$ cat src/core/sops_pkg.sv
package sops_pkg;

  // ----------------------------------------------------------------
  // Selection codes
  // ----------------------------------------------------------------
  localparam logic [5:0] CODE_SYNC_DATA      = 6'h0C;
  localparam logic [5:0] CODE_ASYNC_DATA     = 6'h0D;
  localparam logic [5:0] CODE_CARRIER        = 6'h0E;
  localparam logic [5:0] CODE_CRC_OK         = 6'h0F;
  localparam logic [5:0] CODE_DECIDED_HI     = 6'h16;
  localparam logic [5:0] CODE_DECIDED_LO     = 6'h17;
  localparam logic [5:0] CODE_TX_AMP_PD      = 6'h1B;
  localparam logic [5:0] CODE_RX_AMP_PD      = 6'h1C;
  localparam logic [5:0] CODE_SYMBOL_TICK    = 6'h1D;
  localparam logic [5:0] CODE_SLEEP_LIVE     = 6'h20;
  localparam logic [5:0] CODE_WAKE_A         = 6'h24;
  localparam logic [5:0] CODE_WAKE_B         = 6'h25;
  localparam logic [5:0] CODE_SLOW_CLK       = 6'h26;
  localparam logic [5:0] CODE_CHIP_READY_LOW = 6'h29;
  localparam logic [5:0] CODE_OSC_SETTLED    = 6'h2B;
  localparam logic [5:0] CODE_HIGH_Z         = 6'h2E;
  localparam logic [5:0] CODE_FIXED          = 6'h2F;

  // ----------------------------------------------------------------
  // Register map, byte addresses
  // ----------------------------------------------------------------
  localparam logic [7:0] OFS_SELECT0    = 8'h00;
  localparam logic [7:0] OFS_STATUS     = 8'h0C;
  localparam logic [7:0] OFS_INT_CLEAR  = 8'h10;
  localparam logic [7:0] OFS_INT_ENABLE = 8'h14;
  localparam logic [7:0] OFS_PIN_STATE  = 8'h18;
  localparam logic [7:0] OFS_STEP       = 8'h04;

  // Select register layout and reset values.
  localparam int         SEL_INV_BIT = 6;
  localparam logic [6:0] SEL0_RST    = 7'h26;
  localparam logic [6:0] SEL1_RST    = 7'h2E;
  localparam logic [6:0] SEL2_RST    = 7'h29;

  // Event bit positions in status, clear and enable.
  localparam int EVT_CARRIER = 0;
  localparam int EVT_CRC_OK  = 1;
  localparam int EVT_WAKE_A  = 2;
  localparam int EVT_WAKE_B  = 3;
  localparam int EVT_N       = 4;

  // Slow clock period in core clock cycles.
  localparam int SLOW_CLK_DIV = 256;

  // Bus answers.
  localparam logic [1:0] RESP_OKAY   = 2'h0;
  localparam logic [1:0] RESP_SLVERR = 2'h2;

endpackage

$ cat src/core/sops_pin_selector.sv
// Behaviour
// Host presents transmit bits valid at serial clock rising edge when not inverted.
// Code 0x0C drives the synchronous serial receive data.
// Code 0x0D drives the asynchronous serial receive data.
// Code 0x0E shows carrier sense; cleared on entering idle.
// Code 0x0F shows checksum match; cleared on entering or restarting receive.
// Codes 0x16 and 23 drive upper and lower decided symbol bits.
// Code 0x1D drives the received symbol tick.
// Code 0x1B drives transmit amplifier power-down.
// Code 0x1C drives receive amplifier power-down.
// Codes 0x24,0x25,0x26,0x29,0x2B: wake events, slow clock, ready-low, oscillator settled.
// Codes below 0x20 held fixed in sleep until ready-low falls.
// Host trusts pin 1 only while chip select is high.
// Code 0x2F drives constant low, or high when inverted.
`timescale 1ns/100ps
module sops_pin_selector #(
  parameter int ADDR_W = 8,
  parameter int PINS   = 3
) (
  input  wire logic              core_clk,
  input  wire logic              rst,
  input  wire logic [ADDR_W-1:0] s_axi_awaddr,
  input  wire logic              s_axi_awvalid,
  output logic                   s_axi_awready,
  input  wire logic [31:0]       s_axi_wdata,
  input  wire logic [3:0]        s_axi_wstrb,
  input  wire logic              s_axi_wvalid,
  output logic                   s_axi_wready,
  output logic [1:0]             s_axi_bresp,
  output logic                   s_axi_bvalid,
  input  wire logic              s_axi_bready,
  input  wire logic [ADDR_W-1:0] s_axi_araddr,
  input  wire logic              s_axi_arvalid,
  output logic                   s_axi_arready,
  output logic [31:0]            s_axi_rdata,
  output logic [1:0]             s_axi_rresp,
  output logic                   s_axi_rvalid,
  input  wire logic              s_axi_rready,
  input  wire logic              syncRxData,
  input  wire logic              asyncRxData,
  input  wire logic              rssiAboveThreshold,
  input  wire logic              enterIdle,
  input  wire logic              crcMatch,
  input  wire logic              rxEnter,
  input  wire logic [1:0]        rxDecidedSymbolBit,
  input  wire logic              rxSymbolTick,
  input  wire logic              txAmpPowerdown,
  input  wire logic              rxAmpPowerdown,
  input  wire logic              wakeTimerEventA,
  input  wire logic              wakeTimerEventB,
  input  wire logic              chipReadyLow,
  input  wire logic              oscillatorSettled,
  input  wire logic              sleepState,
  output logic [PINS-1:0]        generalOutputPin,
  output logic [PINS-1:0]        generalOutputPinOe,
  output logic                   irq
);

  // ----------------------------------------------------------------
  // Radio-side state
  // ----------------------------------------------------------------
  localparam int EVT_W = sops_pkg::EVT_N;

  logic             carrierQ;
  logic             crcOkQ;
  logic             holdQ;
  logic             slowClk;
  logic [6:0]       selQ [PINS];
  logic [EVT_W-1:0] statusQ;
  logic [EVT_W-1:0] enableQ;
  logic [EVT_W-1:0] evtRaise;
  logic [63:0]      srcBus;
  logic             irqQ;

  // Carrier follows the threshold compare but drops on idle entry.
  always_ff @(posedge core_clk or posedge rst) begin
    if (rst) begin
      carrierQ <= 1'h0;
    end else begin
      carrierQ <= rssiAboveThreshold & ~enterIdle;
    end
  end

  // Checksum match is sticky; a match in the restart cycle still sets it.
  always_ff @(posedge core_clk or posedge rst) begin
    if (rst) begin
      crcOkQ <= 1'h0;
    end else if (crcMatch) begin
      crcOkQ <= 1'h1;
    end else if (rxEnter) begin
      crcOkQ <= 1'h0;
    end
  end

  // Sleep hold starts in sleep and ends once ready-low falls.
  always_ff @(posedge core_clk or posedge rst) begin
    if (rst) begin
      holdQ <= 1'h0;
    end else if (sleepState && chipReadyLow) begin
      holdQ <= 1'h1;
    end else if (!chipReadyLow) begin
      holdQ <= 1'h0;
    end
  end

  sops_slow_clock #(
    .DIV (sops_pkg::SLOW_CLK_DIV)
  ) u_slow (
    .core_clk (core_clk),
    .rst      (rst),
    .slowClk  (slowClk)
  );

  // ----------------------------------------------------------------
  // Source table indexed by selection code
  // ----------------------------------------------------------------
  // Unlisted codes, reserved ones and the fixed code read as zero.
  always_comb begin
    srcBus                                  = '0;
    srcBus[sops_pkg::CODE_SYNC_DATA]        = syncRxData;
    srcBus[sops_pkg::CODE_ASYNC_DATA]       = asyncRxData;
    srcBus[sops_pkg::CODE_CARRIER]          = carrierQ;
    srcBus[sops_pkg::CODE_CRC_OK]           = crcOkQ;
    srcBus[sops_pkg::CODE_DECIDED_HI]       = rxDecidedSymbolBit[1];
    srcBus[sops_pkg::CODE_DECIDED_LO]       = rxDecidedSymbolBit[0];
    srcBus[sops_pkg::CODE_TX_AMP_PD]        = txAmpPowerdown;
    srcBus[sops_pkg::CODE_RX_AMP_PD]        = rxAmpPowerdown;
    srcBus[sops_pkg::CODE_SYMBOL_TICK]      = rxSymbolTick;
    srcBus[sops_pkg::CODE_WAKE_A]           = wakeTimerEventA;
    srcBus[sops_pkg::CODE_WAKE_B]           = wakeTimerEventB;
    srcBus[sops_pkg::CODE_SLOW_CLK]         = slowClk;
    srcBus[sops_pkg::CODE_CHIP_READY_LOW]   = chipReadyLow;
    srcBus[sops_pkg::CODE_OSC_SETTLED]      = oscillatorSettled;
    srcBus[sops_pkg::CODE_FIXED]            = 1'h0;
  end

  // Pin 1 shares the serial data output and idles high, or low when inverted, in the sleep hold.
  for (genvar p = 0; p < PINS; p++) begin : g_pin
    sops_pin_slice #(
      .HOLD_HIGH ((p == 1) ? 1'h1 : 1'h0)
    ) u_slice (
      .core_clk (core_clk),
      .rst      (rst),
      .selCode  (selQ[p][5:0]),
      .invert   (selQ[p][sops_pkg::SEL_INV_BIT]),
      .hold     (holdQ),
      .srcBus   (srcBus),
      .pinOut   (generalOutputPin[p]),
      .pinOe    (generalOutputPinOe[p])
    );
  end

  // ----------------------------------------------------------------
  // Bus slave: write path
  // ----------------------------------------------------------------
  logic              awHeldQ;
  logic              wHeldQ;
  logic [ADDR_W-1:0] awAddrQ;
  logic [31:0]       wDataQ;
  logic              wLaneQ;
  logic              doWrite;
  logic              writeHit;

  assign doWrite = awHeldQ && wHeldQ && !s_axi_bvalid;

  // Address and data are caught independently and held until the write.
  always_ff @(posedge core_clk or posedge rst) begin
    if (rst) begin
      s_axi_awready <= 1'h0;
      awHeldQ       <= 1'h0;
      awAddrQ       <= '0;
    end else if (s_axi_awready && s_axi_awvalid) begin
      s_axi_awready <= 1'h0;
      awHeldQ       <= 1'h1;
      awAddrQ       <= {s_axi_awaddr[ADDR_W-1:2], 2'h0};
    end else begin
      if (doWrite) begin
        awHeldQ <= 1'h0;
      end
      s_axi_awready <= !awHeldQ && !s_axi_bvalid;
    end
  end

  always_ff @(posedge core_clk or posedge rst) begin
    if (rst) begin
      s_axi_wready <= 1'h0;
      wHeldQ       <= 1'h0;
      wDataQ       <= '0;
      wLaneQ       <= 1'h0;
    end else if (s_axi_wready && s_axi_wvalid) begin
      s_axi_wready <= 1'h0;
      wHeldQ       <= 1'h1;
      wDataQ       <= s_axi_wdata;
      wLaneQ       <= s_axi_wstrb[0];
    end else begin
      if (doWrite) begin
        wHeldQ <= 1'h0;
      end
      s_axi_wready <= !wHeldQ && !s_axi_bvalid;
    end
  end

  // Decode of every mapped word; status and pin state take writes without effect.
  always_comb begin
    writeHit = (awAddrQ == sops_pkg::OFS_STATUS) || (awAddrQ == sops_pkg::OFS_INT_CLEAR)
            || (awAddrQ == sops_pkg::OFS_INT_ENABLE) || (awAddrQ == sops_pkg::OFS_PIN_STATE);
    for (int i = 0; i < PINS; i++) begin
      writeHit = writeHit || (awAddrQ == sops_pkg::OFS_SELECT0 + 8'(i) * sops_pkg::OFS_STEP);
    end
  end

  // The response follows the write by one cycle.
  always_ff @(posedge core_clk or posedge rst) begin
    if (rst) begin
      s_axi_bvalid <= 1'h0;
      s_axi_bresp  <= sops_pkg::RESP_OKAY;
    end else if (doWrite) begin
      s_axi_bvalid <= 1'h1;
      s_axi_bresp  <= writeHit ? sops_pkg::RESP_OKAY : sops_pkg::RESP_SLVERR;
    end else if (s_axi_bready) begin
      s_axi_bvalid <= 1'h0;
    end
  end

  // Select registers: code in the low six bits, polarity above.
  always_ff @(posedge core_clk or posedge rst) begin
    if (rst) begin
      selQ[0] <= sops_pkg::SEL0_RST;
      selQ[1] <= sops_pkg::SEL1_RST;
      selQ[2] <= sops_pkg::SEL2_RST;
    end else if (doWrite && wLaneQ) begin
      for (int i = 0; i < PINS; i++) begin
        if (awAddrQ == sops_pkg::OFS_SELECT0 + 8'(i) * sops_pkg::OFS_STEP) begin
          selQ[i] <= wDataQ[6:0];
        end
      end
    end
  end

  // ----------------------------------------------------------------
  // Interrupt status, enable and clear
  // ----------------------------------------------------------------
  assign evtRaise = {wakeTimerEventB, wakeTimerEventA, crcMatch, rssiAboveThreshold & ~carrierQ};

  // Raising events win over a clear in the same cycle.
  always_ff @(posedge core_clk or posedge rst) begin
    if (rst) begin
      statusQ <= '0;
    end else if (doWrite && wLaneQ && awAddrQ == sops_pkg::OFS_INT_CLEAR) begin
      statusQ <= (statusQ & ~wDataQ[EVT_W-1:0]) | evtRaise;
    end else begin
      statusQ <= statusQ | evtRaise;
    end
  end

  always_ff @(posedge core_clk or posedge rst) begin
    if (rst) begin
      enableQ <= '0;
    end else if (doWrite && wLaneQ && awAddrQ == sops_pkg::OFS_INT_ENABLE) begin
      enableQ <= wDataQ[EVT_W-1:0];
    end
  end

  always_ff @(posedge core_clk or posedge rst) begin
    if (rst) begin
      irqQ <= 1'h0;
    end else begin
      irqQ <= |(statusQ & enableQ);
    end
  end

  assign irq = irqQ;

  // ----------------------------------------------------------------
  // Bus slave: read path
  // ----------------------------------------------------------------
  logic [31:0] readWord;
  logic        readHit;

  // Read mux; the clear register reads as zero.
  always_comb begin
    readWord = '0;
    readHit  = 1'h1;
    if (s_axi_araddr[ADDR_W-1:2] == sops_pkg::OFS_STATUS[ADDR_W-1:2]) begin
      readWord[EVT_W-1:0] = statusQ;
    end else if (s_axi_araddr[ADDR_W-1:2] == sops_pkg::OFS_INT_ENABLE[ADDR_W-1:2]) begin
      readWord[EVT_W-1:0] = enableQ;
    end else if (s_axi_araddr[ADDR_W-1:2] == sops_pkg::OFS_INT_CLEAR[ADDR_W-1:2]) begin
      readWord = '0;
    end else if (s_axi_araddr[ADDR_W-1:2] == sops_pkg::OFS_PIN_STATE[ADDR_W-1:2]) begin
      readWord[6:0] = {holdQ, generalOutputPinOe, generalOutputPin};
    end else if (s_axi_araddr[ADDR_W-1:2] < 6'(PINS)) begin
      readWord[6:0] = selQ[s_axi_araddr[3:2]];
    end else begin
      readHit = 1'h0;
    end
  end

  always_ff @(posedge core_clk or posedge rst) begin
    if (rst) begin
      s_axi_arready <= 1'h0;
      s_axi_rvalid  <= 1'h0;
      s_axi_rdata   <= '0;
      s_axi_rresp   <= sops_pkg::RESP_OKAY;
    end else if (s_axi_arready && s_axi_arvalid) begin
      s_axi_arready <= 1'h0;
      s_axi_rvalid  <= 1'h1;
      s_axi_rdata   <= readWord;
      s_axi_rresp   <= readHit ? sops_pkg::RESP_OKAY : sops_pkg::RESP_SLVERR;
    end else begin
      if (s_axi_rready) begin
        s_axi_rvalid <= 1'h0;
      end
      s_axi_arready <= !s_axi_rvalid;
    end
  end

  // ----------------------------------------------------------------
  // Assertions on pin 0, pin 1 and pin 2 paths
  // ----------------------------------------------------------------
  logic [5:0] code0;
  logic       inv0;
  logic       live0;
  assign code0 = selQ[0][5:0];
  assign inv0  = selQ[0][sops_pkg::SEL_INV_BIT];
  assign live0 = !holdQ || (code0 >= sops_pkg::CODE_SLEEP_LIVE);

  property p_sync_data;
    @(posedge core_clk) disable iff (rst)
    (code0 == sops_pkg::CODE_SYNC_DATA && live0) |=>
      generalOutputPin[0] == ($past(syncRxData) ^ $past(inv0));
  endproperty
  a_sync_data: assert property (p_sync_data) else $error("Sync data not routed.");

  property p_async_data;
    @(posedge core_clk) disable iff (rst)
    (code0 == sops_pkg::CODE_ASYNC_DATA && live0 && !inv0) |=>
      generalOutputPin[0] == $past(asyncRxData);
  endproperty
  a_async_data: assert property (p_async_data) else $error("Async data not routed.");

  property p_carrier_idle;
    @(posedge core_clk) disable iff (rst)
    enterIdle ##1 (code0 == sops_pkg::CODE_CARRIER && live0 && !inv0) |=> !generalOutputPin[0];
  endproperty
  a_carrier_idle: assert property (p_carrier_idle) else $error("Carrier kept in idle.");

  property p_crc_restart;
    @(posedge core_clk) disable iff (rst)
    (rxEnter && !crcMatch) |=> !crcOkQ ##1 (crcOkQ == $past(crcMatch));
  endproperty
  a_crc_restart: assert property (p_crc_restart) else $error("Checksum flag not cleared.");

  property p_decided_hi;
    @(posedge core_clk) disable iff (rst)
    (code0 == sops_pkg::CODE_DECIDED_HI && live0) |=>
      generalOutputPin[0] == ($past(rxDecidedSymbolBit[1]) ^ $past(inv0));
  endproperty
  a_decided_hi: assert property (p_decided_hi) else $error("Decided bit not routed.");

  property p_tick;
    @(posedge core_clk) disable iff (rst)
    (code0 == sops_pkg::CODE_SYMBOL_TICK && live0 && rxSymbolTick && !inv0) |=>
      generalOutputPin[0];
  endproperty
  a_tick: assert property (p_tick) else $error("Symbol tick lost.");

  property p_amp_pd;
    @(posedge core_clk) disable iff (rst)
    (code0 == sops_pkg::CODE_TX_AMP_PD && live0) |=>
      generalOutputPin[0] == ($past(txAmpPowerdown) ^ $past(inv0));
  endproperty
  a_amp_pd: assert property (p_amp_pd) else $error("Amplifier control not routed.");

  property p_wake_a;
    @(posedge core_clk) disable iff (rst)
    (code0 == sops_pkg::CODE_WAKE_A) |=>
      generalOutputPin[0] == ($past(wakeTimerEventA) ^ $past(inv0));
  endproperty
  a_wake_a: assert property (p_wake_a) else $error("Wake event not routed.");

  property p_sleep_hold;
    @(posedge core_clk) disable iff (rst)
    (holdQ && selQ[1][5:0] < sops_pkg::CODE_SLEEP_LIVE) |=>
      generalOutputPin[1] == !$past(selQ[1][sops_pkg::SEL_INV_BIT]);
  endproperty
  a_sleep_hold: assert property (p_sleep_hold) else $error("Sleep hold level wrong.");

  property p_fixed;
    @(posedge core_clk) disable iff (rst)
    (selQ[2][5:0] == sops_pkg::CODE_FIXED) |=>
      generalOutputPin[2] == $past(selQ[2][sops_pkg::SEL_INV_BIT]) && generalOutputPinOe[2];
  endproperty
  a_fixed: assert property (p_fixed) else $error("Fixed level wrong.");

  c_tick_route: cover property (@(posedge core_clk) disable iff (rst)
    code0 == sops_pkg::CODE_SYMBOL_TICK && rxSymbolTick);
  c_hold_release: cover property (@(posedge core_clk) disable iff (rst)
    holdQ ##1 !holdQ);
  c_irq: cover property (@(posedge core_clk) disable iff (rst) $rose(irq));

endmodule

$ cat src/core/sops_pin_slice.sv
`timescale 1ns/100ps
module sops_pin_slice #(
  parameter logic HOLD_HIGH = 1'h0
) (
  input  wire logic        core_clk,
  input  wire logic        rst,
  input  wire logic [5:0]  selCode,
  input  wire logic        invert,
  input  wire logic        hold,
  input  wire logic [63:0] srcBus,
  output logic             pinOut,
  output logic             pinOe
);

  logic pinOutQ;
  logic pinOeQ;

  // Register the selected source, polarity applied; sleep hold wins for low codes.
  always_ff @(posedge core_clk or posedge rst) begin
    if (rst) begin
      pinOutQ <= 1'h0;
      pinOeQ  <= 1'h0;
    end else begin
      pinOeQ <= (selCode != sops_pkg::CODE_HIGH_Z);
      if (hold && (selCode < sops_pkg::CODE_SLEEP_LIVE)) begin
        pinOutQ <= HOLD_HIGH ^ invert;
      end else begin
        pinOutQ <= srcBus[selCode] ^ invert;
      end
    end
  end

  assign pinOut = pinOutQ;
  assign pinOe  = pinOeQ;

endmodule

$ cat src/core/sops_slow_clock.sv
`timescale 1ns/100ps
module sops_slow_clock #(
  parameter int DIV = sops_pkg::SLOW_CLK_DIV
) (
  input  wire logic core_clk,
  input  wire logic rst,
  output logic      slowClk
);

  localparam int HALF = DIV / 2;
  localparam int CW   = $clog2(HALF);

  logic [CW-1:0] countQ;
  logic          slowQ;

  // Toggle every half period so the output has even duty.
  always_ff @(posedge core_clk or posedge rst) begin
    if (rst) begin
      countQ <= '0;
      slowQ  <= 1'h0;
    end else if (countQ == CW'(HALF - 1)) begin
      countQ <= '0;
      slowQ  <= ~slowQ;
    end else begin
      countQ <= countQ + CW'(1);
    end
  end

  assign slowClk = slowQ;

endmodule

$ cat config.mk
export PLATFORM = sky130hd
export DESIGN_NAME = sops_pin_selector
export DESIGN_NICKNAME = d
export VERILOG_FILES = /design/src/core/sops_pkg.sv /design/src/core/sops_pin_selector.sv /design/src/core/sops_pin_slice.sv /design/src/core/sops_slow_clock.sv
export SDC_FILE = /design/constraint.sdc
export NUM_CORES = 1
export LEC_CHECK = 0
export ABC_AREA = 1
export BUFFER_PORTS_ARGS = -buffer_cell sky130_fd_sc_hd__clkbuf_2
export CORE_UTILIZATION = 52
export CTS_BUF_LIST = sky130_fd_sc_hd__clkbuf_16
export DETAILED_ROUTE_END_ITERATION = 10
export PLACE_DENSITY_LB_ADDON = 0.12
export SLEW_MARGIN = 15
export SYNTH_ARGS = -nofsm -noshare
export SYNTH_HDL_FRONTEND = slang
export SYNTH_SLANG_ARGS = --single-unit
$ cat constraint.sdc
create_clock -name core_clk -period 3.24 [get_ports core_clk]
set_input_delay 0.972 -clock core_clk [delete_from_list [all_inputs] [get_ports core_clk]]
set_output_delay 0.972 -clock core_clk [all_outputs]
set_load 0.02 [all_outputs]
Yosys cells after proc, flatten, opt, wreduce, memory -nomap -nowiden
Cells that the tools add are included.
Widths: inputs -> output; s select.
{ "totals": {"ff_bits": 104, "out_inout_bits": 48, "inputBits": 75, "elab_cells": 145} }
{ "op_classes": {"n_reduce_logical": 34, "bitwise_logic": 15, "muxes": 42, "add_sub_neg": 1, "n_lt_le_gt_ge": 8, "n_eq_ne": 15} }
{ "ops": {"columns": ["operator", "n"], "rows": [
  ["$mux 7", 6],
  ["$eq 6x3->1 const B", 6],
  ["$mux 28", 1],
  ["$mux 1", 25],
  ["$lt 6x7->1 const B", 3],
  ["$bmux 1 s6", 3],
  ["$eq 6x2->1 const B", 3],
  ["$lt 6x6->1 const B", 3],
  ["$ne 6x6->1 const B", 3],
  ["$bmux 7 s2", 1],
  ["$logic_and 1x1->1", 14],
  ["$mux 4", 3],
  ["$reduce_bool 2->1", 5],
  ["$and 4x4->4", 2],
  ["$logic_not 8->1", 1],
  ["$or 4x4->4", 2],
  ["$add 7x1->7 const B", 1],
  ["$eq 7x7->1 const B", 1],
  ["$eq 6x1->1 const B", 1],
  ["$logic_or 1x1->1", 6],
  ["$lt 6x2->1 const B", 1],
  ["$reduce_and 2->1", 3],
  ["$logic_not 1->1", 4],
  ["$mux 2", 2],
  ["9 further kinds", 15]
]} }

Logic depth before layout (Yosys ltp)
Gate-level depths: netlist of the first run.
{ "logic_depth": {"word_depth": 9, "mapped_depth": 12, "depth_no_buf": 12} }

Hierarchy
Synthesis of the first run repeated with hierarchy kept, for this count alone.
{ "unflattened": {"cells_unflattened": 983, "area_unflattened_um2": 6241.0} }
{ "modules_own_cells": {"columns": ["module", "cells_per_inst", "instances", "area_each_um2", "seq_area_each_um2"], "rows": [
  ["sops_pin_selector", 359, 1, 3130.5, 1589.0],
  ["sops_pin_slice (g_pin[0].u_slice)", 197, 1, 927.1, 50.0],
  ["sops_pin_slice (g_pin[1].u_slice)", 195, 1, 925.9, 50.0],
  ["sops_pin_slice (g_pin[2].u_slice)", 186, 1, 874.6, 50.0],
  ["sops_slow_clock", 46, 1, 382.9, 200.2]
]} }

Least setup slack after synthesis of the first run
No wires, ideal clock.
{ "synth_path": {"kind": "input port to flip-flop", "startpoint": "in s_axi_araddr[2]", "endpoint": "reg s_axi_rdata[0]", "required_ps": 3123, "setup_ps": 117, "arrival_ps": 1844, "stages": 8, "slack_ps": 1279, "path_buffers": 1, "cell_sequence": "buf_2 -> nand2_1 -> nor2_1 -> nor2_1 -> nand2_1 -> o2111ai_1 -> nand2_1 -> nand2_1"} }
{ "synth_between": {"elab_chain_len": 9, "word_cells_on_any_way": 14, "classes_between": "1 x order compare; 4 x eq/ne; 8 x mux; 1 x bitwise"} }
{ "synth_lines": {"columns": ["element", "line_no", "source"], "rows": [
  ["start, declared", "sops_pin_selector.sv:32", "input wire logic [ADDR_W-1:0] s_axi_araddr,"],
  ["branches (longest 8 deep; another with $lt 6x2->1)", null, null],
  ["$mux 4 (*)", "sops_pin_selector.sv:284", "if (s_axi_araddr[ADDR_W-1:2] == sops_pkg::OFS_STATUS[ADDR_W-1:2]) begin"],
  ["end signal, assigned", "sops_pin_selector.sv:308", "s_axi_rdata <= readWord;"],
  ["end, declared", "sops_pin_selector.sv:35", "output logic [31:0] s_axi_rdata,"]
]} }
Every way passes the cells marked *. The select of a mux whose other input is x is not followed.
A chain may end at the register's enable or synchronous reset.

Final worst setup path of the first run
{ "layout_path": {"startpoint": "in s_axi_araddr[7]", "endpoint": "reg s_axi_rdata[2]"} }
{ "layout_between": {"elab_chain_len": 6, "word_cells_on_any_way": 10, "classes_between": "1 x order compare; 4 x eq/ne; 5 x mux"} }
{ "layout_lines": {"columns": ["element", "line_no", "source"], "rows": [
  ["$lt 6x2->1", "sops_pin_selector.sv:292", "end else if (s_axi_araddr[ADDR_W-1:2] < 6'(PINS)) begin"],
  ["$mux 7", "sops_pin_selector.sv:292", null],
  ["$mux 7", "sops_pin_selector.sv:290", "end else if (s_axi_araddr[ADDR_W-1:2] == sops_pkg::OFS_PIN_STATE[ADDR_W-1:2]) begin"],
  ["$mux 7", "sops_pin_selector.sv:288", "end else if (s_axi_araddr[ADDR_W-1:2] == sops_pkg::OFS_INT_CLEAR[ADDR_W-1:2]) begin"],
  ["$mux 4", "sops_pin_selector.sv:286", "end else if (s_axi_araddr[ADDR_W-1:2] == sops_pkg::OFS_INT_ENABLE[ADDR_W-1:2]) begin"],
  ["$mux 4 (*)", "sops_pin_selector.sv:284", null]
]} }
Every way passes the cells marked *; elsewhere a longest branch is shown, timed or not.

==> results.md, run 1 <==
- Timing would allow up to 516.8 MHz.
- The total of buffers placed on input and output ports is 63.
- For the worst setup path, the data required time is 3470 ps.
- The total count of hold-check failures in the final report was 0.
- After synthesis, the cell types taking the most area are dfrtp_1, nand2_1, inv_1.
- In this run the tightest slew margin relative to its limit is 59.70%.
- The placement row count is 32.
- The critical path arrival is 2160 ps.
- At the pin with the least slew margin, the transition time is 600.0 ps.
- The number of flops mapped to enable cells by yosys is 0.
- After detailed routing, the average wire length per cell comes to 13.94 um.
- The post-synth design cell area is 0.004179 mm^2.
- The worst clock skew is 6.771 ps.
- The number of gates resized after CTS was 0.
- In the routed design, unresolved DRC markers number 0.
- The first global-routing pass estimated 16130 um of wire.
- The worst slack on hold paths is 446.7 ps.
- Setup repair after global routing left no endpoint under its margin.
- The portion of the clock cycle consumed by the worst path in the final layout is 59.73%.
- The die covers 0.008399 mm^2.
- The starting utilization of the core area is 53.80%.
- The via count of the first global-routing pass is 3386.
- The combined global-route utilization of all metal layers is 25.07%.
- The library cell occupying the most area in the post-synthesis netlist is dfrtp_1.
- The share of the core filled with cells is 61.03%.
- The worst hold path belongs to the class reg2reg.
- The TritonCTS clock tree is yes.
- The net count reported at finish is 674.
- Dividing total power by cell area gives a power density of 718.5 mW/mm^2.
- The detail route stage leaves a number of antenna-violating nets equal to 0.
- The total overflow reported by the global router is 0.
- After technology mapping, the gate count stands at 540.
- In this run the biggest area consumer among cell types represents 40.12% of the synthesized area.
- The core region is 0.007767 mm^2.
- In this run the static leakage power is 2.444 nW.
- The Yosys warning count is 0.
- Clock-pin slew was measured on the worst setup and hold paths at 60 ps.
- Routability-driven placement finished with a final weighted congestion of 0.9791.
- In this run the post-CTS setup repair buffer count came out at 0.
- The number of max-slew violations in the final report is 0.
- The total of hold buffers inserted after clock tree synthesis is 0.
- The number of DRC markers after the initial detailed-route iteration is 294.
- Wires add up to 9829 um.
- The dominant cell by count in the synthesized netlist is nand2_1.
- Detailed placement ended at an HPWL of 7628 um.
- The number of antenna repair diodes is 0.
- The worst IR drop on VDD is 0.0005042 V.
- Of all nets on the critical path, the largest fanout is 7.
- The run finished with clean final reports.
- The least setup slack across all paths after layout is 1305 ps.
- The pin count of the biggest net entering global routing is 58.
- The clock drives 77 sinks.
- The first detailed-routing pass ran for 5 iterations.
- The most instantiated flip-flop cell in the synthesis netlist is dfrtp_1.
- The synthesized design contains 77 register bits.
- The die span in x is 91.65 um.
- From bottom edge to top edge, the die measures 91.65 um.
- Max-cap violations in this run came to 0.
- Dividing the detail-routed via count by the number of cells gives 5.135.
- In the final layout, the share of cells above drive strength 1 is 17.91%.
- Ranked by instance count, the synthesized netlist is headed by nand2_1, inv_1, dfrtp_1.
- The via count is 3620.
- The total CTS buffers is 9.
- The startpoint kind of the worst setup timing path is an input port.
- The share of the Yosys chip area taken by registers is 46.41%.
- The critical path is of the in2reg type.
- The clock tree root buffer cell is clkbuf_16.
- The mean cell area of the mapped netlist is 7.739 um^2.
- After synthesis, the share of flip-flops with an asynchronous set or reset is 100.0%.
- Subtracting the final worst setup slack from the clock period gives 1935 ps.
- In this run the number of H-tree levels came out at 3.
- The type of element capturing the critical path is a flop.
- The initial antenna violation count is 0.
- The area growth from synthesis to layout is 13.44%.
- The distinct cell type count of the synthesized netlist is 34.
- Setup violations remaining at the end of the flow were counted as 0.
- The pre-CTS setup slack is 956.2 ps.
- The maximum root-to-sink buffer count is 2.
- During I/O placement, the number of pins put on the boundary was 123.
- The clock reaches the later pin of the worst-skew pair after 340 ps.
- For the final routed database, the setup TNS stands at 0 ps.
kinds of logic (layout without fill, tap and decap cells):
kind of cell,after synthesis,after routing,synth area share (%)
xor+xnor,2,2,0.4192
buf+inv,117,154,14.13
compound gates,84,84,11.86
simple gates,254,254,25.72
mux,4,4,1.078
fa+ha+maj,1,1,0.2994
flops,77,77,46.41
other cells,1,27,0.08973
worst max-delay path, stage by stage:
cell and delay [ps]:
clkbuf_2 80, nor2_1 130, nand3_1 110, nor2_1 340, nor2_1 200, nand2_1 110
o2111ai_1 100, nand2_1 80, nand2_1 50
power breakdown:
group          internal [mW]  switching (mW)  leakage, nW
Sequential              1.23           0.229        0.917
Clock                  0.670           0.390        0.151
Combinational          0.291           0.599         1.38
Total                   2.19            1.22         2.44
stage by stage:
step / instances / instance area, um^2 / total power [mW]
2_1_floorplan: 566 / 4277 / 2.104
3_3_place_gp: 689 / 4427 / 2.327
3_5_place_dp: 689 / 4427 / 2.358
4_1_cts: 705 / 4741 / 3.420
5_1_grt: 705 / 4741 / 3.606
6_report: 705 / 4741 / 3.406
flip-flops by register name, indices dropped and copies added, names as in the netlist, 3 cells and up:
signal and cells:
selQ 14, s_axi_rdata 7, u_slow.countQ 7, wDataQ 7, awAddrQ 6, code0 6
enableQ 4, statusQ 4, g_pin.u_slice.pinOe 3, g_pin.u_slice.pinOut 3
cell usage in the layout (no fill, tap or decap), drive strengths merged:
cell type / netlist / routed
o2111ai: 5 / 5
clkinv: 0 / 3
nand3: 34 / 34
clkbuf: 3 / 72
a21boi: 1 / 1
ha: 1 / 1
o21a: 2 / 2
nand3b: 3 / 3
nor4: 3 / 3
xor2: 2 / 2
nand2: 160 / 160
nor2: 44 / 44
o211ai: 6 / 6
o21ai: 48 / 48
nand4: 6 / 6
dfstp: 10 / 10
a21oi: 20 / 20
buf: 40 / 1
mux2: 4 / 4
clkinvlp: 0 / 1
conb: 1 / 27
dfrtp: 67 / 67
a311oi: 1 / 1
inv: 74 / 75
o22a: 1 / 1
bufinv: 0 / 2
nor3: 4 / 4
area by class of cell:
cell class                      instances  area, um^2
Fill cell                             710        3027
Sequential cell                        77        1939
Multi-Input combinational cell        372        1747
Timing Repair Buffer                   64       335.3
Inverter                               74       277.8
Clock buffer                            9       225.2
Tap cell                              102       127.6
Clock inverter                          7       88.84
path summary, 6_finish.rpt:
kind                                           from  depth (start not counted)                    endpoint  slack, ps
hold reg to reg            s_axi_rvalid$_DFFE_PP0P_                          1     s_axi_arready$_DFF_PP0_        450
min in group asynchronous                       rst                          2  u_slow.countQ[6]$_DFF_PP0_        630
max in group asynchronous                       rst                          3        code0[5]$_DFFE_PP1P_       1910
setup / recovery                    s_axi_araddr[7]                          9  s_axi_rdata[2]$_DFFE_PP0P_       1300
setup reg to reg             awAddrQ[6]$_DFFE_PP0P_                          6         selQ[6]$_DFFE_PP0P_       1430
hold / removal             s_axi_rvalid$_DFFE_PP0P_                          1     s_axi_arready$_DFF_PP0_        450
per-layer routing:
layer  track usage, %  part of all wire (%)
met3            4.809                   5.9
met1            31.52                    43
met2            41.67                    48
met5                0                     0
met4            11.90                   2.8
(Power assumes the default switching activity.)
==> inputs of run 2 (changes only) <==
Settings changed: CORE_UTILIZATION 52 to 47.
Clock period 3.24 ns to 1.7 ns, I/O delays scaled along.
==> run 2 against run 1 <==
Global-route usage fell by 2.3 points. Setup slack got worse by 1200 ps. Clock skew barely moved. Total power rose by 81%. Via count fell by 1.4%. Cell count rose by 2.4%. Sequential share of layout area fell by 0.65 points. Worst hold slack got worse by 320 ps.
==> results.md, run 2 (same netlist as run 1, synthesis figures left out) <==
- The post-cts resize count is 0 (unchanged).
- The latest clock arrival within the worst-skew pair is 330 ps (about the same).
- The number of flip-flops in the largest register is 14 (unchanged).
- The die height was 96.30 um (+5.1%).
- The placement row count was 34 (+6.3%).
- The total die area is 0.009273 mm^2 (+10%).
- The pin count of the biggest net entering global routing is 38 (-34%).
- The number of max-slew violations in the final report is 0 (unchanged).
- The count of max-cap constraint violations is 0 (unchanged).
- In this run the critical register-to-register path is launched from s_axi_bvalid$_DFFE_PP0P_.
- The starting utilization of the core area is 48.15% (-5.6 points).
- The worst slack on hold paths came to 125.2 ps (-321.5 ps).
- The total half-perimeter wirelength after legalization and detailed placement came to 7523 um (-1.4%).
- The first-pass GRT wire length is 15680 um (-2.8%).
- The average wire per cell in the routed design is 13.27 um (-4.8%).
- The pre-CTS setup slack was 10.40 ps (-945.8 ps).
- The total length of routed wires came to 9581 um (-2.5%).
- The routed length on met1 came to 4257 um (+0.28%).
- The most frequent standard cell in the layout excluding fill and tap cells is nand2_1.
- The tightest min-delay check is of the in2async type.
- The critical path arrival is 1810 ps (-350 ps).
- The number of DRC markers after the initial detailed-route iteration was 226 (-23%).
- The combined global-route utilization of all metal layers is 22.78% (-2.3 points).
- The filler-free cell count of the finished design is 722 (+2.4%).
- In this run the clock root is driven by a clkbuf_16.
- The flow ran to the end, and the final reports show no timing, DRC or antenna violations.
- The TritonCTS clock tree is yes.
- The end of the worst register-to-register path is code0[5]$_DFFE_PP1P_.
- The total met2 wirelength after detailed routing is 4449 um (-6.1%).
- The die span in x is 96.30 um (+5.1%).
- The sum of negative setup slack is 0 ps (unchanged).
- The net count reported at finish is 685 (+1.6%).
- Relative to the synthesized area, the layout overhead comes to 15.27%.
- The total of buffers placed on input and output ports is 63 (unchanged).
- The internal reg-to-reg setup slack came to 150 ps (-1280 ps).
- Signal routing reaches up to met4.
- The antenna violation net count after detailed routing is 0 (unchanged).
- The number of primary I/O pins is 123 (unchanged).
- The total CTS buffers is 9 (unchanged).
- The worst IR drop on VDD is 0.0008640 V (+71%).
- The via count is 3570 (-1.4%).
- The depth of the worst register-to-register path is 8 (+2).
- The number of vias per cell came to 4.945 (-3.7%).
- The fraction of layout instances using a drive strength above 1 was 19.38% (+1.5 points).
- The via count of the first global-routing pass is 3312 (-2.2%).
- The total of hold buffers inserted after clock tree synthesis is 0 (unchanged).
- The area inside the core boundary is 0.008678 mm^2 (+12%).
- The final setup violation count came to 0 (unchanged).
- The maximum net fanout on the critical path was 14 (+7).
- The number of clock sinks seen by CTS came to 77 (unchanged).
- The portion of the clock cycle consumed by the worst path in the final layout is 90.92%.
- The power density over the cells is 1281 mW/mm^2 (+78%).
- Leaving out fill and tap cells, the most frequent cells in the layout are nand2_1, inv_1, dfrtp_1.
- The leakage power total is 2.492 nW (+2.0%).
- The met3 wire length is 554 um (-3.7%).
- The number of post-CTS setup repair buffers is 0 (unchanged).
- The least setup slack across all paths after layout was 154.3 ps (-1151 ps).
- The worst setup path is of the reg2reg kind.
- The worst clock skew is 6.797 ps (+0.02598 ps).
- The initial antenna violation count was 0 (unchanged).
- The total overflow reported by the global router is 0 (unchanged).
- The clock-pin slew of the registers on the worst-case setup and hold paths is 60 ps (about the same).
- The cell total after placement came to 706 (+2.5%).
- The worst setup path is captured at a flop.
- The required time of the critical path is 1960 ps (-1510 ps).
- The final routed DRC violation total is 0 (unchanged).
- The smallest clock period supported by the final layout is computed as 1546 ps.
- The iteration count of the initial detailed-routing pass is 4 (-1).
- The final RePlAce weighted congestion is 0.9892 (+1.0%).
- Static timing analysis puts the maximum clock frequency at 647.0 MHz.
- The number of levels in the clock H-tree was 3 (unchanged).
- The maximum root-to-sink buffer count is 2 (unchanged).
- The total count of hold-check failures in the final report is 0 (unchanged).
- The number of antenna repair diodes is 0 (unchanged).
- The register bank with the most flops is selQ.
- The startpoint kind of the worst setup timing path is a flop.
## run 2: cell count changes in the layout (fill, tap and decap cells not counted)
cell,change
nor2_1,-1
bufinv_16,-2
clkinv_1,-1
buf_12,+2
nor2_2,+1
nor4_2,-1
buf_4,+9
nor4_4,+1
inv_6,-1
clkinv_2,+2
inv_2,-1
clkinv_4,+1
inv_1,+2
## run 2: metrics by stage
step,power (mW),util [%],instance area (um^2)
2_1_floorplan,4.011,-,4280
4_1_cts,6.213,55.38,4806
5_1_grt,6.622,55.51,4817
3_5_place_dp,4.496,52.38,4546
6_report,6.172,55.51,4817
3_3_place_gp,4.442,52.38,4546
## run 2: per-layer routing
layer | vias up | GRT usage (%)
met5 | - | 0
met3 | 26 | 3.791
met2 | 128 | 37.47
met1 | 1611 | 29.00
li1 | 1805 | -
met4 | 0 | 11.40
## run 2: final cells by class
type | instances | area (um^2)
multi-input combinational | 372 | 1758
inverter | 74 | 281.5
tap | 108 | 135.1
sequential | 77 | 1939
clock inverter | 7 | 35.03
clock buffer | 9 | 225.2
timing repair buffer | 75 | 442.9
fill | 859 | 3861
## run 2: power breakdown
group | total, mW | switching [mW] | internal [mW]
clock network | 1.69 | 0.728 | 0.967
registers | 2.79 | 0.449 | 2.34
logic | 1.69 | 1.11 | 0.581
total | 6.17 | 2.29 | 3.89
## run 2: worst max-delay path: stages, from the launching register on
cell and delay (ps):
dfrtp_1 420, nor3_4 240, nand2_2 120, inv_2 90, nand2_2 60, nor4_4 190, buf_12 170, nand2_1 100
o21ai_0 90
## run 2: worst max-delay path by stage
stage | start | to | slack [ps]
finish | s_axi_bvalid$_DFFE_PP0P_ | code0[5]$_DFFE_PP1P_ | 150
global route | awAddrQ[6]$_DFFE_PP0P_ | selQ[11]$_DFFE_PP0P_ | -8
CTS | s_axi_bvalid$_DFFE_PP0P_ | inv0$_DFFE_PP0P_ | 130
detailed placement | s_axi_araddr[7] | s_axi_rdata[0]$_DFFE_PP0P_ | 10
global placement | s_axi_araddr[7] | s_axi_rdata[0]$_DFFE_PP0P_ | 60
floorplan | s_axi_bvalid$_DFFE_PP0P_ | selQ[6]$_DFFE_PP0P_ | 190
==> inputs of run 3 (changes only) <==
Settings changed: ABC_AREA 1 to 0.
==> run 3 against run 2 <==
The flow now finishes with violations (setup timing). Combinational power about the same. Sequential share of layout area decreased by 0.24 points. Critical path depth decreased by 3. Routed wire length decreased by 12%. Design area increased by 0.73%. Flip-flop and latch count unchanged. Count of clock-buffer cells in the layout unchanged. Global-route usage decreased by 1.7 points. Setup slack got worse by 190 ps. Via count decreased by 19%. Largest power group unchanged.
==> results.md, run 3 <==
- The flow ran to the end, but the final reports show violations.
- The checks that failed: setup timing.
- The via count is 2876 (-19%).
- The critical path arrival is 1950 ps (+140 ps).
- The cell count after synthesis is 357 (-34%).
- The number of flops mapped to enable cells by yosys was 0 (unchanged).
- Setup repair after global routing could not meet its margin everywhere.
- The register area share after synthesis is 48.74% (+2.3 points).
- The total overflow reported by the global router is 0 (unchanged).
- The fraction of registers with async set/reset came to 100.0% (unchanged).
- The count of max-cap constraint violations came to 0 (unchanged).
- The class of the worst hold path is in2async.
- The area inside the core boundary is 0.008217 mm^2 (-5.3%).
- The top cell types in the final layout, fill and taps aside, are dfrtp_1, clkbuf_2, mux2_2.
- The die height was 94.01 um (-2.4%).
- The mean cell area of the mapped netlist is 11.15 um^2 (+44%).
- The initial antenna violation count is 0 (unchanged).
- The total of buffers placed on input and output ports was 63 (unchanged).
- The number of DRC markers after the initial detailed-route iteration is 138 (-39%).
- The total count of hold-check failures in the final report is 0 (unchanged).
- The sum of negative setup slack is -205.9 ps (-205.9 ps).
- The portion of the clock cycle consumed by the worst path in the final layout is 102.1% (+11 points).
- The synthesized flop and latch total came to 77 (unchanged).
- The number of filler cells placed in the layout was 728 (-15%).
- The total half-perimeter wirelength after legalization and detailed placement is 6267 um (-17%).
- The net switching power came to 2.163 mW (-5.4%).
- dfrtp_1 takes more of the synthesized area than any other cell.
- The post-synth design cell area is 0.003979 mm^2 (-4.8%).
- The worst clock skew is 5.862 ps (-0.9352 ps).
- The highest clock frequency the design can meet is 576.0 MHz (-11%).
- The register bank with the most flops is selQ.
- The via count of the first global-routing pass is 2724 (-18%).
- The placement row count is 33 (-2.9%).
- The number of levels in the clock H-tree is 3 (unchanged).
- The least setup slack across all paths after layout is -36.18 ps (-190.5 ps).
- The filler-free cell count of the finished design was 547 (-24%).
- The internal power of the cells is 4.572 mW (+18%).
- The starting utilization of the core area is 48.42% (+0.27 points).
- The final setup violation count is 12 (+12).
- The pin count of the biggest net entering global routing is 78 (+110%).
- The total CTS buffers is 9 (unchanged).
- The worst setup path is launched from a flop.
- The multi-input combinational cell area came to 0.001867 mm^2 (+6.2%).
- The fraction of layout instances using a drive strength above 1 is 39.82% (+20 points).
- The final routed DRC violation total is 0 (unchanged).
- The number of max-slew violations in the final report is 0 (unchanged).
- The depth of the worst register-to-register path is 5 (-3).
- Counting instances in the post-synthesis netlist gives the leading cell types as dfrtp_1, mux2_2, buf_4.
- The leakage power total is 2.194 nW (-12%).
- The clock group share of total power is 31.0% (+3.5 points).
- The total power of the final layout came to 6.735 mW (+9.1%).
- The area taken by flip-flops and latches is 0.001942 mm^2 (+0.13%).
- The proportion of power drawn by flip-flops and latches is 44.0% (-1.2 points).
- Clock tree synthesis selected as its root buffer the cell clkbuf_16.
- The final RePlAce weighted congestion came to 0.8863 (-10%).
- The dominant cell by count in the synthesized netlist is dfrtp_1.
- The number of antenna repair diodes is 0 (unchanged).
- The number of clock sinks seen by CTS is 77 (unchanged).
- The required time of the critical path is 1920 ps (-40 ps).
- The library cell used most frequently in the layout, excluding fill and tap cells, is dfrtp_1.
- The clock-pin slew of the registers on the worst-case setup and hold paths was 60 ps (about the same).
- The latest clock arrival within the worst-skew pair is 330 ps (about the same).
- The distinct cell type count of the synthesized netlist is 52 (+53%).
- The iteration count of the initial detailed-routing pass is 4 (unchanged).
- The total length of routed wires is 8386 um (-12%).
- In the post-synthesis netlist, the biggest area contributors are dfrtp_1, mux2_2, dfstp_2.
- The first-pass GRT wire length came to 13840 um (-12%).
- The switching portion of total power is 32.12% (-4.9 points).
- The type of element capturing the critical path is a flop.
- In the synthesized netlist the dominant register cell turns out to be dfrtp_1.
- The class of the most critical setup path is reg2reg.
- The power density over the cells is 1388 mW/mm^2 (+8.3%).
- The number of vias per cell is 5.258 (+6.3%).
- The fraction of post-synthesis cell area in the top cell type by area is 42.14% (+2.0 points).
- The maximum net fanout on the critical path is 7 (-7).
- The cell total after placement is 529 (-25%).
- The die span in x is 94.01 um (-2.4%).
- The final critical delay including setup and external delays is 1736 ps (+190.5 ps).
- The worst IR drop on VDD is 0.001023 V (+18%).
- The antenna violation net count after detailed routing is 0 (unchanged).
- The maximum root-to-sink buffer count came to 2 (unchanged).
- The TritonCTS clock tree is yes.
- The net count reported at finish is 513 (-25%).
- The number of flip-flops in the largest register is 14 (unchanged).
- The area growth from synthesis to final layout is 21.95%.
- The Yosys warning count is 0 (unchanged).
- The average wire per cell in the routed design was 15.33 um (+16%).
- The total die area is 0.008838 mm^2 (-4.7%).
- The number of primary I/O pins came to 123 (unchanged).
- The combinational cell fraction of total power came to 25.0% (-2.4 points).
- The combined global-route utilization of all metal layers is 21.04% (-1.7 points).
## run 3: cells by family (layout without fill, tap and decap cells)
logic type,Yosys count,after routing,share of synthesized area [%]
other cells,1,27,0.09425
buf+inv,55,114,8.648
flops,77,77,48.74
simple gates,93,93,12.58
compound gates,60,60,10.06
mux,61,61,17.58
xor+xnor,9,9,1.981
fa+ha+maj,1,1,0.3144
## run 3: layout make-up
class,instances,area share (%)
clock inverter,7,2.114
clock buffer,9,4.642
tap,105,2.708
multi-input combinational,251,38.47
inverter,8,0.6962
sequential,77,40.02
timing repair buffer,90,11.35
## run 3: layer usage
layer	part of all wire (%)	vias to the layer above	track usage, %
met4	1.8	0	8.590
met3	5.1	9	5.259
li1	-	1383	-
met1	44	1390	26.85
met5	0	-	0
met2	49	94	34.12
## run 3: what timing repair did
action | in CTS | in global routing
setup endpoints to repair | 20 | 30
setup buffers | 0 | 2
endpoints found under the hold margin | 0 | 0
pin swaps | 5 | 7
hold buffers | 0 | 0
gates resized for setup | 10 | 9
## run 3: path summary, 6_finish.rpt
path | slack [ps] | endpoint | startpoint
min in group core_clk | 310 | carrierQ$_DFF_PP0_ | enterIdle
setup / recovery | -40 | selQ[13]$_DFFE_PP0P_ | awAddrQ[7]$_DFFE_PP0P_
setup reg to reg | -40 | selQ[13]$_DFFE_PP0P_ | awAddrQ[7]$_DFFE_PP0P_
max in group asynchronous | 1090 | selQ[9]$_DFFE_PP1P_ | rst
hold / removal | 240 | wLaneQ$_DFFE_PP0P_ | rst
hold reg to reg | 460 | u_slow.countQ[0]$_DFF_PP0_ | u_slow.countQ[0]$_DFF_PP0_
## run 3: worst max-delay path, cell delays in order, from the launching register on
cell and delay, ps:
dfrtp_1 380, or3_4 410, nor3_4 150, and4b_1 230, buf_6 150, mux2_4 300
## run 3: through the flow
step	area [um^2]	setup WS (ps)	util [%]	hold slack (ps)
finish	4852	-36.18	59.05	239.1
global route	4852	-132.7	59.05	313.5
CTS	4805	-103.9	58.47	285.4
detailed placement	4432	-187.1	53.94	452.8
global placement	4432	-170.3	53.94	445.7
floorplan	4093	3.323	-	432.9
## run 3: power groups by stage
stage	Clock (mW)	Combinational, mW	Sequential [mW]
after floorplan	0	1.22	2.79
after global placement	0	1.57	2.95
after detailed placement	0	1.60	2.97
after CTS	2.14	1.65	2.95
after global routing	2.21	1.85	3.04
final	2.09	1.69	2.96
